File: src/common/ecmc_pkg.sv
package ecmc_pkg;
  // Register index on the plain bus
  localparam logic [3:0] OFS_TCNT = 4'h0;
  localparam logic [3:0] OFS_PERIOD = 4'h1;
  localparam logic [3:0] OFS_TCTRL = 4'h2;
  localparam logic [3:0] OFS_U1_LO = 4'h3;
  localparam logic [3:0] OFS_U1_HI = 4'h4;
  localparam logic [3:0] OFS_U1_CTRL = 4'h5;
  localparam logic [3:0] OFS_U2_LO = 4'h6;
  localparam logic [3:0] OFS_U2_HI = 4'h7;
  localparam logic [3:0] OFS_U2_CTRL = 4'h8;
  localparam logic [3:0] OFS_SHDN = 4'h9;
  localparam logic [3:0] OFS_DBCFG = 4'ha;
  localparam logic [3:0] OFS_STATUS = 4'hb;
  // Field positions
  localparam int CFG_LSB = 6;
  localparam int DUTY_LSB = 4;
  localparam int TCTRL_ON_BIT = 2;
  localparam int STAT_FLAG_BIT = 0;
  // Reset values and read masks
  localparam logic [7:0] RST_REG = 8'h00;
  localparam logic [7:0] U2_CTRL_MASK = 8'h3f;
  localparam logic [7:0] TCTRL_MASK = 8'h7f;
  localparam logic [7:0] SHDN_SMALL_MASK = 8'hfc;
  localparam logic [7:0] DBCFG_SMALL_MASK = 8'h80;
  // Capture dividers, stored as terminal count
  localparam logic [3:0] CAP_DIV4_END = 4'h3;
  localparam logic [3:0] CAP_DIV16_END = 4'hf;
  // Mode select codes
  localparam logic [3:0] MODE_OFF = 4'h0;
  localparam logic [3:0] MODE_RSVD = 4'h1;
  localparam logic [3:0] MODE_CMP_TOG = 4'h2;
  localparam logic [3:0] MODE_CAP_ANY = 4'h3;
  localparam logic [3:0] MODE_CAP_FALL = 4'h4;
  localparam logic [3:0] MODE_CAP_RISE = 4'h5;
  localparam logic [3:0] MODE_CAP_R4 = 4'h6;
  localparam logic [3:0] MODE_CAP_R16 = 4'h7;
  localparam logic [3:0] MODE_CMP_SET = 4'h8;
  localparam logic [3:0] MODE_CMP_CLR = 4'h9;
  localparam logic [3:0] MODE_CMP_SW = 4'ha;
  localparam logic [3:0] MODE_CMP_SPEC = 4'hb;

  typedef enum logic [1:0] {
    CFG_SINGLE = 2'b00,
    CFG_FWD = 2'b01,
    CFG_HALF = 2'b10,
    CFG_REV = 2'b11
  } ecmc_cfg_e;

  typedef struct packed {
    logic wr;
    logic rd;
    logic [3:0] addr;
    logic [7:0] wdata;
  } ecmc_bus_s;
endpackage : ecmc_pkg

File: src/ecmc_top.sv
// Functional notes
// - Shutdown logic belongs to first unit only
// - Compare modes 0010, 1000, 1001 and capture modes: A owned, B-D port pins
// - Single config: only A modulated
// - Forward: D modulated, A active, B/C inactive
// - Half-bridge: A and B modulated, C/D port
// - Reverse: B modulated, C active, A/D inactive
// - Control bits 5:4 are duty LSBs
// - Mode 0000 off and resets state
// - Mode 0010 toggles pin on match
// - Modes 0011-0111 select capture edges
// - Mode 1000 init low, set on match
// - Mode 1001 init high, clear on match
// - Mode 1010 flag only, pin released
// - Mode 1011 resets selected timer, flags
// - PWM polarity from mode bits 1 and 0
// - Small package bits read zero
// - Unimplemented bits read zero
// - Control register read/write, resets zero
// - Period end clears timer, loads duty
`timescale 1ns/1ps
module ecmc_top #(
  parameter bit SMALL_PKG = 1'b0
) (
  input wire logic mclk_i,
  input wire logic rst_n_i,
  input wire ecmc_pkg::ecmc_bus_s bus_i,
  input wire logic [15:0] ext_timer_i,
  input wire logic cap_in_i,
  input wire logic [3:0] port_latch_i,
  input wire logic [3:0] port_dir_i,
  output logic [7:0] rdata_o,
  output logic [3:0] pin_o,
  output logic [3:0] pin_oe_o,
  output logic timer_reset_o,
  output logic event_flag_o
);
  import ecmc_pkg::*;

  logic [7:0] tcnt_q;
  logic [7:0] period_q;
  logic [7:0] tctrl_q;
  logic [7:0] u1_lo_q;
  logic [7:0] u1_hi_q;
  logic [7:0] ctrl_q;
  logic [7:0] u2_lo_q;
  logic [7:0] u2_hi_q;
  logic [7:0] u2_ctrl_q;
  logic [7:0] shdn_q;
  logic [7:0] dbcfg_q;
  logic flag_q;
  logic [5:0] fine_q;
  logic pwm_q;
  logic [1:0] dl_q;
  logic cmp_pin_q;
  logic match_prev_q;
  logic cap_prev_q;
  logic [3:0] capdiv_q;
  logic [3:0] mode_prev_q;
  logic [3:0] own;
  logic [3:0] act;
  logic [3:0] pol;

  logic wr;
  logic rd;
  logic [3:0] mode;
  ecmc_cfg_e cfg;
  logic pwm_mode;
  logic is_cap;
  logic is_cmp;
  logic t_on;
  logic tick_end;
  logic [1:0] fine2;
  logic period_end;
  logic duty_hit;
  logic cmp_hit;
  logic cap_rise;
  logic cap_fall;
  logic cap_hit;

  assign wr = bus_i.wr;
  assign rd = bus_i.rd;
  assign mode = ctrl_q[3:0];
  assign cfg = ecmc_cfg_e'(ctrl_q[CFG_LSB+:2]);
  assign pwm_mode = (mode[3:2] == 2'b11);
  assign is_cap = (mode >= MODE_CAP_ANY) && (mode <= MODE_CAP_R16);
  assign is_cmp = (mode == MODE_CMP_TOG) || (mode[3:2] == 2'b10);
  assign t_on = tctrl_q[TCTRL_ON_BIT];
  assign event_flag_o = flag_q;

  // Prescale 1, 4 or 16 on top of a 4-clock base step
  always_comb begin
    unique case (tctrl_q[1:0])
      2'b00: begin
        tick_end = (fine_q[1:0] == 2'h3);
        fine2 = fine_q[1:0];
      end
      2'b01: begin
        tick_end = (fine_q[3:0] == 4'hf);
        fine2 = fine_q[3:2];
      end
      default: begin
        tick_end = (fine_q == 6'h3f);
        fine2 = fine_q[5:4];
      end
    endcase
  end

  assign period_end = t_on && tick_end && (tcnt_q == period_q);
  assign duty_hit = t_on && ({tcnt_q, fine2} == {u1_hi_q, dl_q});
  assign cmp_hit = is_cmp && (ext_timer_i == {u1_hi_q, u1_lo_q}) && !match_prev_q;
  assign cap_rise = cap_in_i && !cap_prev_q;
  assign cap_fall = !cap_in_i && cap_prev_q;

  always_comb begin
    unique case (mode)
      MODE_CAP_ANY: cap_hit = cap_rise || cap_fall;
      MODE_CAP_FALL: cap_hit = cap_fall;
      MODE_CAP_RISE: cap_hit = cap_rise;
      MODE_CAP_R4: cap_hit = cap_rise && (capdiv_q == CAP_DIV4_END);
      MODE_CAP_R16: cap_hit = cap_rise && (capdiv_q == CAP_DIV16_END);
      default: cap_hit = 1'b0;
    endcase
  end

  // Period timer; software writes land on the count directly
  always_ff @(posedge mclk_i) begin
    if (!rst_n_i) begin
      tcnt_q <= RST_REG;
      fine_q <= '0;
    end else begin
      fine_q <= t_on ? (tick_end ? 6'h00 : fine_q + 6'h01) : 6'h00;
      if (wr && bus_i.addr == OFS_TCNT) begin
        tcnt_q <= bus_i.wdata;
      end else if (period_end) begin
        tcnt_q <= RST_REG;
      end else if (t_on && tick_end) begin
        tcnt_q <= tcnt_q + 8'h01;
      end
    end
  end

  // Plain software registers
  always_ff @(posedge mclk_i) begin
    if (!rst_n_i) begin
      period_q <= RST_REG;
      tctrl_q <= RST_REG;
      u1_lo_q <= RST_REG;
      ctrl_q <= RST_REG;
      u2_lo_q <= RST_REG;
      u2_hi_q <= RST_REG;
      u2_ctrl_q <= RST_REG;
      shdn_q <= RST_REG;
      dbcfg_q <= RST_REG;
    end else if (wr) begin
      unique case (bus_i.addr)
        OFS_PERIOD: period_q <= bus_i.wdata;
        OFS_TCTRL: tctrl_q <= bus_i.wdata & TCTRL_MASK;
        OFS_U1_LO: u1_lo_q <= bus_i.wdata;
        OFS_U1_CTRL: ctrl_q <= bus_i.wdata;
        OFS_U2_LO: u2_lo_q <= bus_i.wdata;
        OFS_U2_HI: u2_hi_q <= bus_i.wdata;
        OFS_U2_CTRL: u2_ctrl_q <= bus_i.wdata & U2_CTRL_MASK;
        // Shutdown control exists for the first unit alone
        OFS_SHDN: shdn_q <= bus_i.wdata & (SMALL_PKG ? SHDN_SMALL_MASK : 8'hff);
        OFS_DBCFG: dbcfg_q <= bus_i.wdata & (SMALL_PKG ? DBCFG_SMALL_MASK : 8'hff);
        default: ;
      endcase
    end
  end

  // High byte: capture target, duty buffer in PWM, read-only there
  always_ff @(posedge mclk_i) begin
    if (!rst_n_i) begin
      u1_hi_q <= RST_REG;
    end else if (pwm_mode) begin
      if (period_end) begin
        u1_hi_q <= u1_lo_q;
      end
    end else if (cap_hit) begin
      u1_hi_q <= ext_timer_i[15:8];
    end else if (wr && bus_i.addr == OFS_U1_HI) begin
      u1_hi_q <= bus_i.wdata;
    end
  end

  // Two-bit duty latch, cleared while the unit is off
  always_ff @(posedge mclk_i) begin
    if (!rst_n_i || mode == MODE_OFF) begin
      dl_q <= 2'b00;
    end else if (pwm_mode && period_end) begin
      dl_q <= ctrl_q[DUTY_LSB+:2];
    end
  end

  // Captured low byte is kept until software overwrites it or the unit stops
  logic [7:0] cap_lo_q;
  logic cap_lo_vld_q;
  always_ff @(posedge mclk_i) begin
    if (!rst_n_i) begin
      cap_prev_q <= 1'b0;
      cap_lo_q <= RST_REG;
      cap_lo_vld_q <= 1'b0;
    end else begin
      // Pin history runs in every mode, so entering capture sees no false edge
      cap_prev_q <= cap_in_i;
      if (cap_hit) begin
        cap_lo_q <= ext_timer_i[7:0];
        cap_lo_vld_q <= 1'b1;
      end else if (mode == MODE_OFF || (wr && bus_i.addr == OFS_U1_LO)) begin
        cap_lo_vld_q <= 1'b0;
      end
    end
  end

  // Match history and capture prescale
  always_ff @(posedge mclk_i) begin
    if (!rst_n_i || mode == MODE_OFF) begin
      match_prev_q <= 1'b0;
      capdiv_q <= 4'h0;
    end else begin
      match_prev_q <= (ext_timer_i == {u1_hi_q, u1_lo_q});
      if (mode != mode_prev_q) begin
        capdiv_q <= 4'h0;
      end else if (cap_hit) begin
        capdiv_q <= 4'h0;
      end else if (cap_rise) begin
        capdiv_q <= capdiv_q + 4'h1;
      end
    end
  end

  // Compare pin state; entering a mode sets its start level
  always_ff @(posedge mclk_i) begin
    if (!rst_n_i) begin
      cmp_pin_q <= 1'b0;
      mode_prev_q <= MODE_OFF;
    end else begin
      mode_prev_q <= mode;
      if (mode != mode_prev_q) begin
        cmp_pin_q <= (mode == MODE_CMP_CLR);
      end else if (cmp_hit) begin
        unique case (mode)
          MODE_CMP_TOG: cmp_pin_q <= !cmp_pin_q;
          MODE_CMP_SET: cmp_pin_q <= 1'b1;
          MODE_CMP_CLR: cmp_pin_q <= 1'b0;
          default: ;
        endcase
      end
    end
  end

  // Event flag: hardware set wins over a write-one clear
  always_ff @(posedge mclk_i) begin
    if (!rst_n_i) begin
      flag_q <= 1'b0;
    end else if (cmp_hit || cap_hit) begin
      flag_q <= 1'b1;
    end else if (wr && bus_i.addr == OFS_STATUS && bus_i.wdata[STAT_FLAG_BIT]) begin
      flag_q <= 1'b0;
    end
  end

  always_ff @(posedge mclk_i) begin
    if (!rst_n_i) begin
      timer_reset_o <= 1'b0;
    end else begin
      timer_reset_o <= cmp_hit && (mode == MODE_CMP_SPEC);
    end
  end

  // Modulator: set at period end unless duty is zero
  always_ff @(posedge mclk_i) begin
    if (!rst_n_i || !pwm_mode) begin
      pwm_q <= 1'b0;
    end else if (period_end) begin
      pwm_q <= ({u1_lo_q, ctrl_q[DUTY_LSB+:2]} != 10'h000);
    end else if (duty_hit) begin
      pwm_q <= 1'b0;
    end
  end

  // Pin ownership and raw active levels
  always_comb begin
    own = 4'b0000;
    act = 4'b0000;
    if (pwm_mode) begin
      unique case (cfg)
        CFG_SINGLE: begin
          own = 4'b0001;
          act = {3'b000, pwm_q};
        end
        CFG_FWD: begin
          own = 4'b1111;
          act = {pwm_q, 1'b0, 1'b0, 1'b1};
        end
        CFG_HALF: begin
          own = 4'b0011;
          act = {2'b00, !pwm_q, pwm_q};
        end
        CFG_REV: begin
          own = 4'b1111;
          act = {1'b0, 1'b1, pwm_q, 1'b0};
        end
      endcase
    end else if (mode == MODE_CMP_TOG || mode == MODE_CMP_SET || mode == MODE_CMP_CLR) begin
      own = 4'b0001;
      act = {3'b000, cmp_pin_q};
    end else if (is_cap) begin
      own = 4'b0001;
    end
  end

  // A and C share one polarity bit, B and D the other
  assign pol = pwm_mode ? {mode[0], mode[1], mode[0], mode[1]} : 4'b0000;

  genvar gi;
  generate
    for (gi = 0; gi < 4; gi++) begin : g_pin
      always_ff @(posedge mclk_i) begin
        if (!rst_n_i) begin
          pin_o[gi] <= 1'b0;
          pin_oe_o[gi] <= 1'b0;
        end else begin
          pin_o[gi] <= own[gi] ? (act[gi] ^ pol[gi]) : port_latch_i[gi];
          // Direction stays with the port in every mode
          pin_oe_o[gi] <= !port_dir_i[gi];
        end
      end
    end
  endgenerate

  // Read data one cycle after the strobe; unmapped reads give zero
  logic [7:0] u1_lo_rd;
  assign u1_lo_rd = cap_lo_vld_q ? cap_lo_q : u1_lo_q;
  always_ff @(posedge mclk_i) begin
    if (!rst_n_i) begin
      rdata_o <= RST_REG;
    end else if (rd) begin
      unique case (bus_i.addr)
        OFS_TCNT: rdata_o <= tcnt_q;
        OFS_PERIOD: rdata_o <= period_q;
        OFS_TCTRL: rdata_o <= tctrl_q;
        OFS_U1_LO: rdata_o <= u1_lo_rd;
        OFS_U1_HI: rdata_o <= u1_hi_q;
        OFS_U1_CTRL: rdata_o <= ctrl_q;
        OFS_U2_LO: rdata_o <= u2_lo_q;
        OFS_U2_HI: rdata_o <= u2_hi_q;
        OFS_U2_CTRL: rdata_o <= u2_ctrl_q;
        OFS_SHDN: rdata_o <= shdn_q;
        OFS_DBCFG: rdata_o <= dbcfg_q;
        OFS_STATUS: rdata_o <= {7'h00, flag_q};
        default: rdata_o <= RST_REG;
      endcase
    end else begin
      rdata_o <= RST_REG;
    end
  end
endmodule : ecmc_top

File: config.mk
export PLATFORM = sky130hd
export DESIGN_NAME = ecmc_top
export DESIGN_NICKNAME = d
export VERILOG_FILES = /design/src/common/ecmc_pkg.sv /design/src/ecmc_top.sv
export SDC_FILE = /design/constraint.sdc
export NUM_CORES = 1
export LEC_CHECK = 0
export BUFFER_PORTS_ARGS = -buffer_cell sky130_fd_sc_hd__buf_2
export CORE_MARGIN = 2
export CORE_UTILIZATION = 45
export CTS_CLUSTER_DIAMETER = 30
export DETAILED_ROUTE_END_ITERATION = 16
export PLACE_DENSITY = 0.66
export RECOVER_POWER = 25
export SYNTH_ARGS = -nofsm -noshare
export SYNTH_HDL_FRONTEND = slang
export SYNTH_SLANG_ARGS = --single-unit
File: constraint.sdc
create_clock -name mclk_i -period 2.75 [get_ports mclk_i]
set_clock_uncertainty 0.05 [all_clocks]
set_input_delay 0 -clock mclk_i [delete_from_list [all_inputs] [get_ports mclk_i]]
set_output_delay 0 -clock mclk_i [all_outputs]
set_load 0.03 [all_outputs]
# Word level (Yosys, flattened, before mapping)
# Cells that the tools add are included.
# word_totals
romBits,0
mem_count,0
regBits,132
ramBits,0
latch_bits,0
# classes
muxes,33
addsub,3
reduce_logical,63
multipliers,0
n_lt_le_gt_ge,2
bitwise,6
shift,0
n_eq_ne,36
div_mod_pow,0
# ops
op,count
8-bit case mux with 12 select lines,1
8-bit 2-to-1 mux,8
4-bit equality test (second input constant),9
4-bit by 3-bit equality test with 1-bit output (second input constant),8
2-bit AND reduction,12
4-bit by 2-bit equality test with 1-bit output (second input constant),5
1-bit logical AND,17
16-bit equality test,1
4-bit case mux with 4 select lines,1
1-bit 2-to-1 mux,15
4-bit 2-to-1 mux,3
4-bit case mux with 3 select lines,1
1-bit logical NOT,11
10-bit equality test,1
2-bit equality test (second input constant),5
10-bit nonzero test,1
8-bit by 1-bit adder with 8-bit output (second input constant),1
8-bit equality test,1
4-bit logical NOT,2
1-bit logical OR,8
2-bit nonzero test,4
6-bit by 1-bit adder with 6-bit output (second input constant),1
6-bit equality test (second input constant),1
3-bit nonzero test,2
other kinds (17),24

# Depth between registers and ports, before layout
# depth
word_depth,7
depth_mapped,10

# Worst setup path after synthesis
# OpenSTA, ideal clock, no wires.
# synth_timing
path_kind,register -> register
from,reg cap_prev_q
to,reg u1_hi_q[7]
required_ps,2571
path_buffers,1
t_arrival_ps,1760
stages_incl_launch_ff,9
setup_slack_ps,811
cell_sequence,dfxtp_1 > ha_1 > nand3b_1 > a21oi_1 > o211ai_1 > buf_2 > and3_1 > o32ai_1 > o22ai_1
# synth_via
elab_chain_cells,6
elab_cells_between_ends,11
classes_between,3 x mux; 8 x reduce/logical
# synth_rtl
element,line,source
start: declaration,ecmc_top.sv:57,logic cap_prev_q;
start signal: assignment,ecmc_top.sv:206,cap_prev_q <= cap_in_i;
1-bit logical NOT,ecmc_top.sv:112,assign cap_rise = cap_in_i && !cap_prev_q;
1-bit logical AND,ecmc_top.sv:112,
"1-bit logical AND, or another cell as far along",ecmc_top.sv:121,MODE_CAP_R16: cap_hit = cap_rise && (capdiv_q == CAP_DIV16_END);
1-bit case mux with 5 select lines (*),ecmc_top.sv:116,unique case (mode)
3-bit nonzero test (no line) or 8-bit 2-to-1 mux (tied branches),--,
2-bit AND reduction (no line) or 8-bit 2-to-1 mux (tied branches),--,
end signal: assignment,ecmc_top.sv:178,u1_hi_q <= u1_lo_q;
end signal: assignment,ecmc_top.sv:181,u1_hi_q <= ext_timer_i[15:8];
end signal: assignment,ecmc_top.sv:183,u1_hi_q <= bus_i.wdata;
end: declaration,ecmc_top.sv:44,logic [7:0] u1_hi_q;
# Every way passes the cells marked *; elsewhere a longest branch is shown, timed or not.
# A chain may end at the register's enable or synchronous reset.

# Worst setup path after layout
# layout_timing
from,reg ctrl_q[1]
to,reg cap_lo_q[4]
# layout_via
elab_chain_cells,2
elab_cells_between_ends,6
classes_between,5 x eq/ne; 1 x mux
# layout_rtl
element,line,source
start: declaration,ecmc_top.sv:45,logic [7:0] ctrl_q;
start signal: assignment,ecmc_top.sv:160,OFS_U1_CTRL: ctrl_q <= bus_i.wdata;
4-bit by 3-bit equality test with 1-bit output or 4-bit by 2-bit equality test with 1-bit output (tied branches),ecmc_top.sv:116,
1-bit case mux with 5 select lines (*),ecmc_top.sv:116,
end signal: assignment,ecmc_top.sv:208,cap_lo_q <= ext_timer_i[7:0];
end: declaration,ecmc_top.sv:197,logic [7:0] cap_lo_q;
# Marked as above.

==> results.md <==
* Global-route wire length before repair at 33500 um
* Crit Path Class: reg -> reg
* Max Cap Viol at 0
* Worst Setup EP: cap_lo_q[4]
* Max IR drop VDD at 0.000659 V
* Root Buffer: clkbuf_16
* Count leader, synth: dfxtp_1
* CP bufs+invs at 0
* Final hold violation count at 0
* Share of the synthesized area in the top cell type at 0.397
* Delay-heaviest family, CP: simple AND/OR/NAND/NOR gates
* Slew Viols, Final at 0
* Most used routing layer: met2
* Critical path depth at 6
* Met1 Use GR at 0.359
* Setup bufs post-CTS at 0
* Row cnt at 44
* Status: completed
* Seq cells post-synth at 132
* Placer Congestion at 0.978
* Vias at 6495
* Total core area at 0.0145 sq mm
* Sink Count at 132
* Syn_area_per_cell at 8.10 sq um
* Die X at 126 um
* Unique masters post-synth at 57
* Setup crit start: ctrl_q[1]
* GRT overflow at 0
* Final Power at 4770 uW
* CP max stage delay at 820 ps
* DR DRC count at 0
* Hold/Removal Path Class: in -> reg
* Synth cell count leaders: dfxtp_1 (132), nand2_1 (100), nor2_1 (88), a21oi_1 (68), clkbuf_1 (50)
* Reg2Reg Depth at 6
* Max FO, Critical Path at 13
* Post-route setup TNS at 0 ps
* Post-Synthesis Cells at 821
* Seq/Total Area, Yosys at 0.397
* Period minus WS final at 2460 ps
* Initial Util at 0.459
* YS warnings at 0
* Power density over the cells at 598 mW/mm^2
* Drt wl/cell at 19.9 um
* Vias/cell at 5.99
* Area contributors post-synth: dfxtp_1 (40%), mux2i_1 (7.4%), nand2_1 (5.6%)
* Number of global-route vias before repair at 6015
* Post-synth top flop: dfxtp_1
* RSZ-0062 raised after global routing: no
* Leak Pwr at 0.00298 uW
* Met3 usage at 0.0659
* Reg clk slew, reported paths at 60 ps
* Slowest-stage cell, CP: o211ai_1
* Fin area at 0.00798 sq mm
* Antenna-violating nets left at 0
* Post-Syn Nets at 867
* Nets@finish at 933
* R2R Path Start: ctrl_q[1]
* # H-tree levels at 4
* Post-DP HPWL at 14500 um
* Global Route Usage Sum at 0.273
* Post-synth EDFFs at 0
* First-pass DRT Iterations at 8
* Crit. End Element: flop
* CP required at 2970 ps
* CTS tree: yes
* IO Pins at 59
* Nature of the critical path startpoint: flop
* P&R area growth vs syn at 20.0%
* Initial DRC Count at 611
* Largest net degree at the start of global routing at 77
* Chip height at 126 um
* CTS buffer count at 17
* Max Freq at 406 MHz
* CTS max path bufs at 2
* Diodes inserted at 0
* Worst-Margin Slew at 1020 ps
* Max-slew headroom at 0.318
* Utilization after layout at 0.551
* Crit path cell chain: nor2b_1, and3_1, o211ai_1, nand2_1, nand2_1, a21oi_1
* R2R Setup Slk at 290 ps
* Routed Wire Length at 21500 um
* Initial antenna violation count at 0
* Placed Area at 0.00711 sq mm
* Post-Syn Area at 0.00665 sq mm
* Port bufs at 58
* Critical Path Most Common Cell: nand2_1
* Die footprint at 0.0158 sq mm
* Hold_ws at 15.2 ps
* Final cycle utilization of the critical path at 0.896
* Synth async-reset ratio at 0
* R2R Path End: cap_lo_q[4]
* Clk_lat worst skew at 420 ps
* Final setup fails at 0
* Yosys top cell by area: dfxtp_1
* Data arrival, critical path at 2680 ps
* Layout cells sized above 1 at 0.114
* Met2 usage at 0.423
-- cell families after synthesis --
| logic type | synth area share |
|---|---|
| adder cells (fa/ha/maj) | 0.00940 |
| multiplexers | 0.0839 |
| AND/OR/NAND/NOR | 0.220 |
| flip-flops | 0.397 |
| XOR/XNOR | 0.0632 |
| buffers and inverters | 0.0440 |
| AO/OA/AOI/OAI | 0.182 |
-- cell type report --
type                    instances  area, sq um
multi-input cells             615         3720
flip-flops and latches        132         2640
clock inverters                10          153
fillers                      1369         6500
clock buffers                  22          474
repair buffers                110          723
well taps                     184          230
inverters                      11         41.3
-- worst min path at each step --
stage | startpoint | to | slack, ps | cells after the start
2_1_floorplan | port_dir_i[0] | pin_oe_o[0] | 20 | 1
3_3_place_gp | port_dir_i[2] | pin_oe_o[2] | 100 | 2
3_5_place_dp | port_dir_i[2] | pin_oe_o[2] | 100 | 2
4_1_cts | ext_timer_i[9] | u1_hi_q[1] | 5 | 4
5_1_grt | ext_timer_i[9] | u1_hi_q[1] | 30 | 4
6_report | ext_timer_i[9] | u1_hi_q[1] | 20 | 4
-- worst min-delay path, cell delays in order --
cell      delay, ps
buf_2           110
a21oi_1         110
a211oi_1         60
o21a_1          160
-- report_power, final --
part,switching (uW),internal (uW)
clock network,829,1580
logic,257,141
registers,24.6,1940
total,1110,3660
-- metrics by stage --
step / worst slack (ps) / cells
floorplan: 811 / 821
global placement: 443 / 1023
detailed placement: 353 / 1023
CTS: 384 / 1084
global route: 185 / 1084
finish: 285 / 1084
-- cell usage in the layout, fill, tap and decap left out, types with 10 or more instances in the layout --
cell | netlist | routed
a21oi_1 | 68 | 68
a221oi_1 | 10 | 10
a31oi_1 | 11 | 11
and3_1 | 11 | 11
buf_2 | 11 | 39
buf_4 | 0 | 20
clkbuf_1 | 50 | 22
clkbuf_16 | 0 | 17
dfxtp_1 | 132 | 132
dlygate4sd3_1 | 0 | 29
mux2i_1 | 49 | 49
nand2_1 | 100 | 100
nand3_1 | 46 | 46
nand4_1 | 11 | 11
nor2_1 | 88 | 88
nor2b_1 | 11 | 11
nor4_1 | 13 | 13
o21ai_0 | 30 | 30
xnor2_1 | 19 | 19
xor2_1 | 29 | 29
-- routing by layer --
metal,vias up,share of wire
met2,348,0.45
li1,3057,-
met5,-,0
met1,3038,0.42
met4,0,0.039
met3,52,0.090
-- repair_timing --
| action | 4_1_cts | 5_1_grt |
|---|---|---|
| hold endpoints to repair | 58 | 0 |
| hold buffers | 29 | 0 |
| gates resized for setup | 0 | 0 |
(Power assumes the default switching activity.)
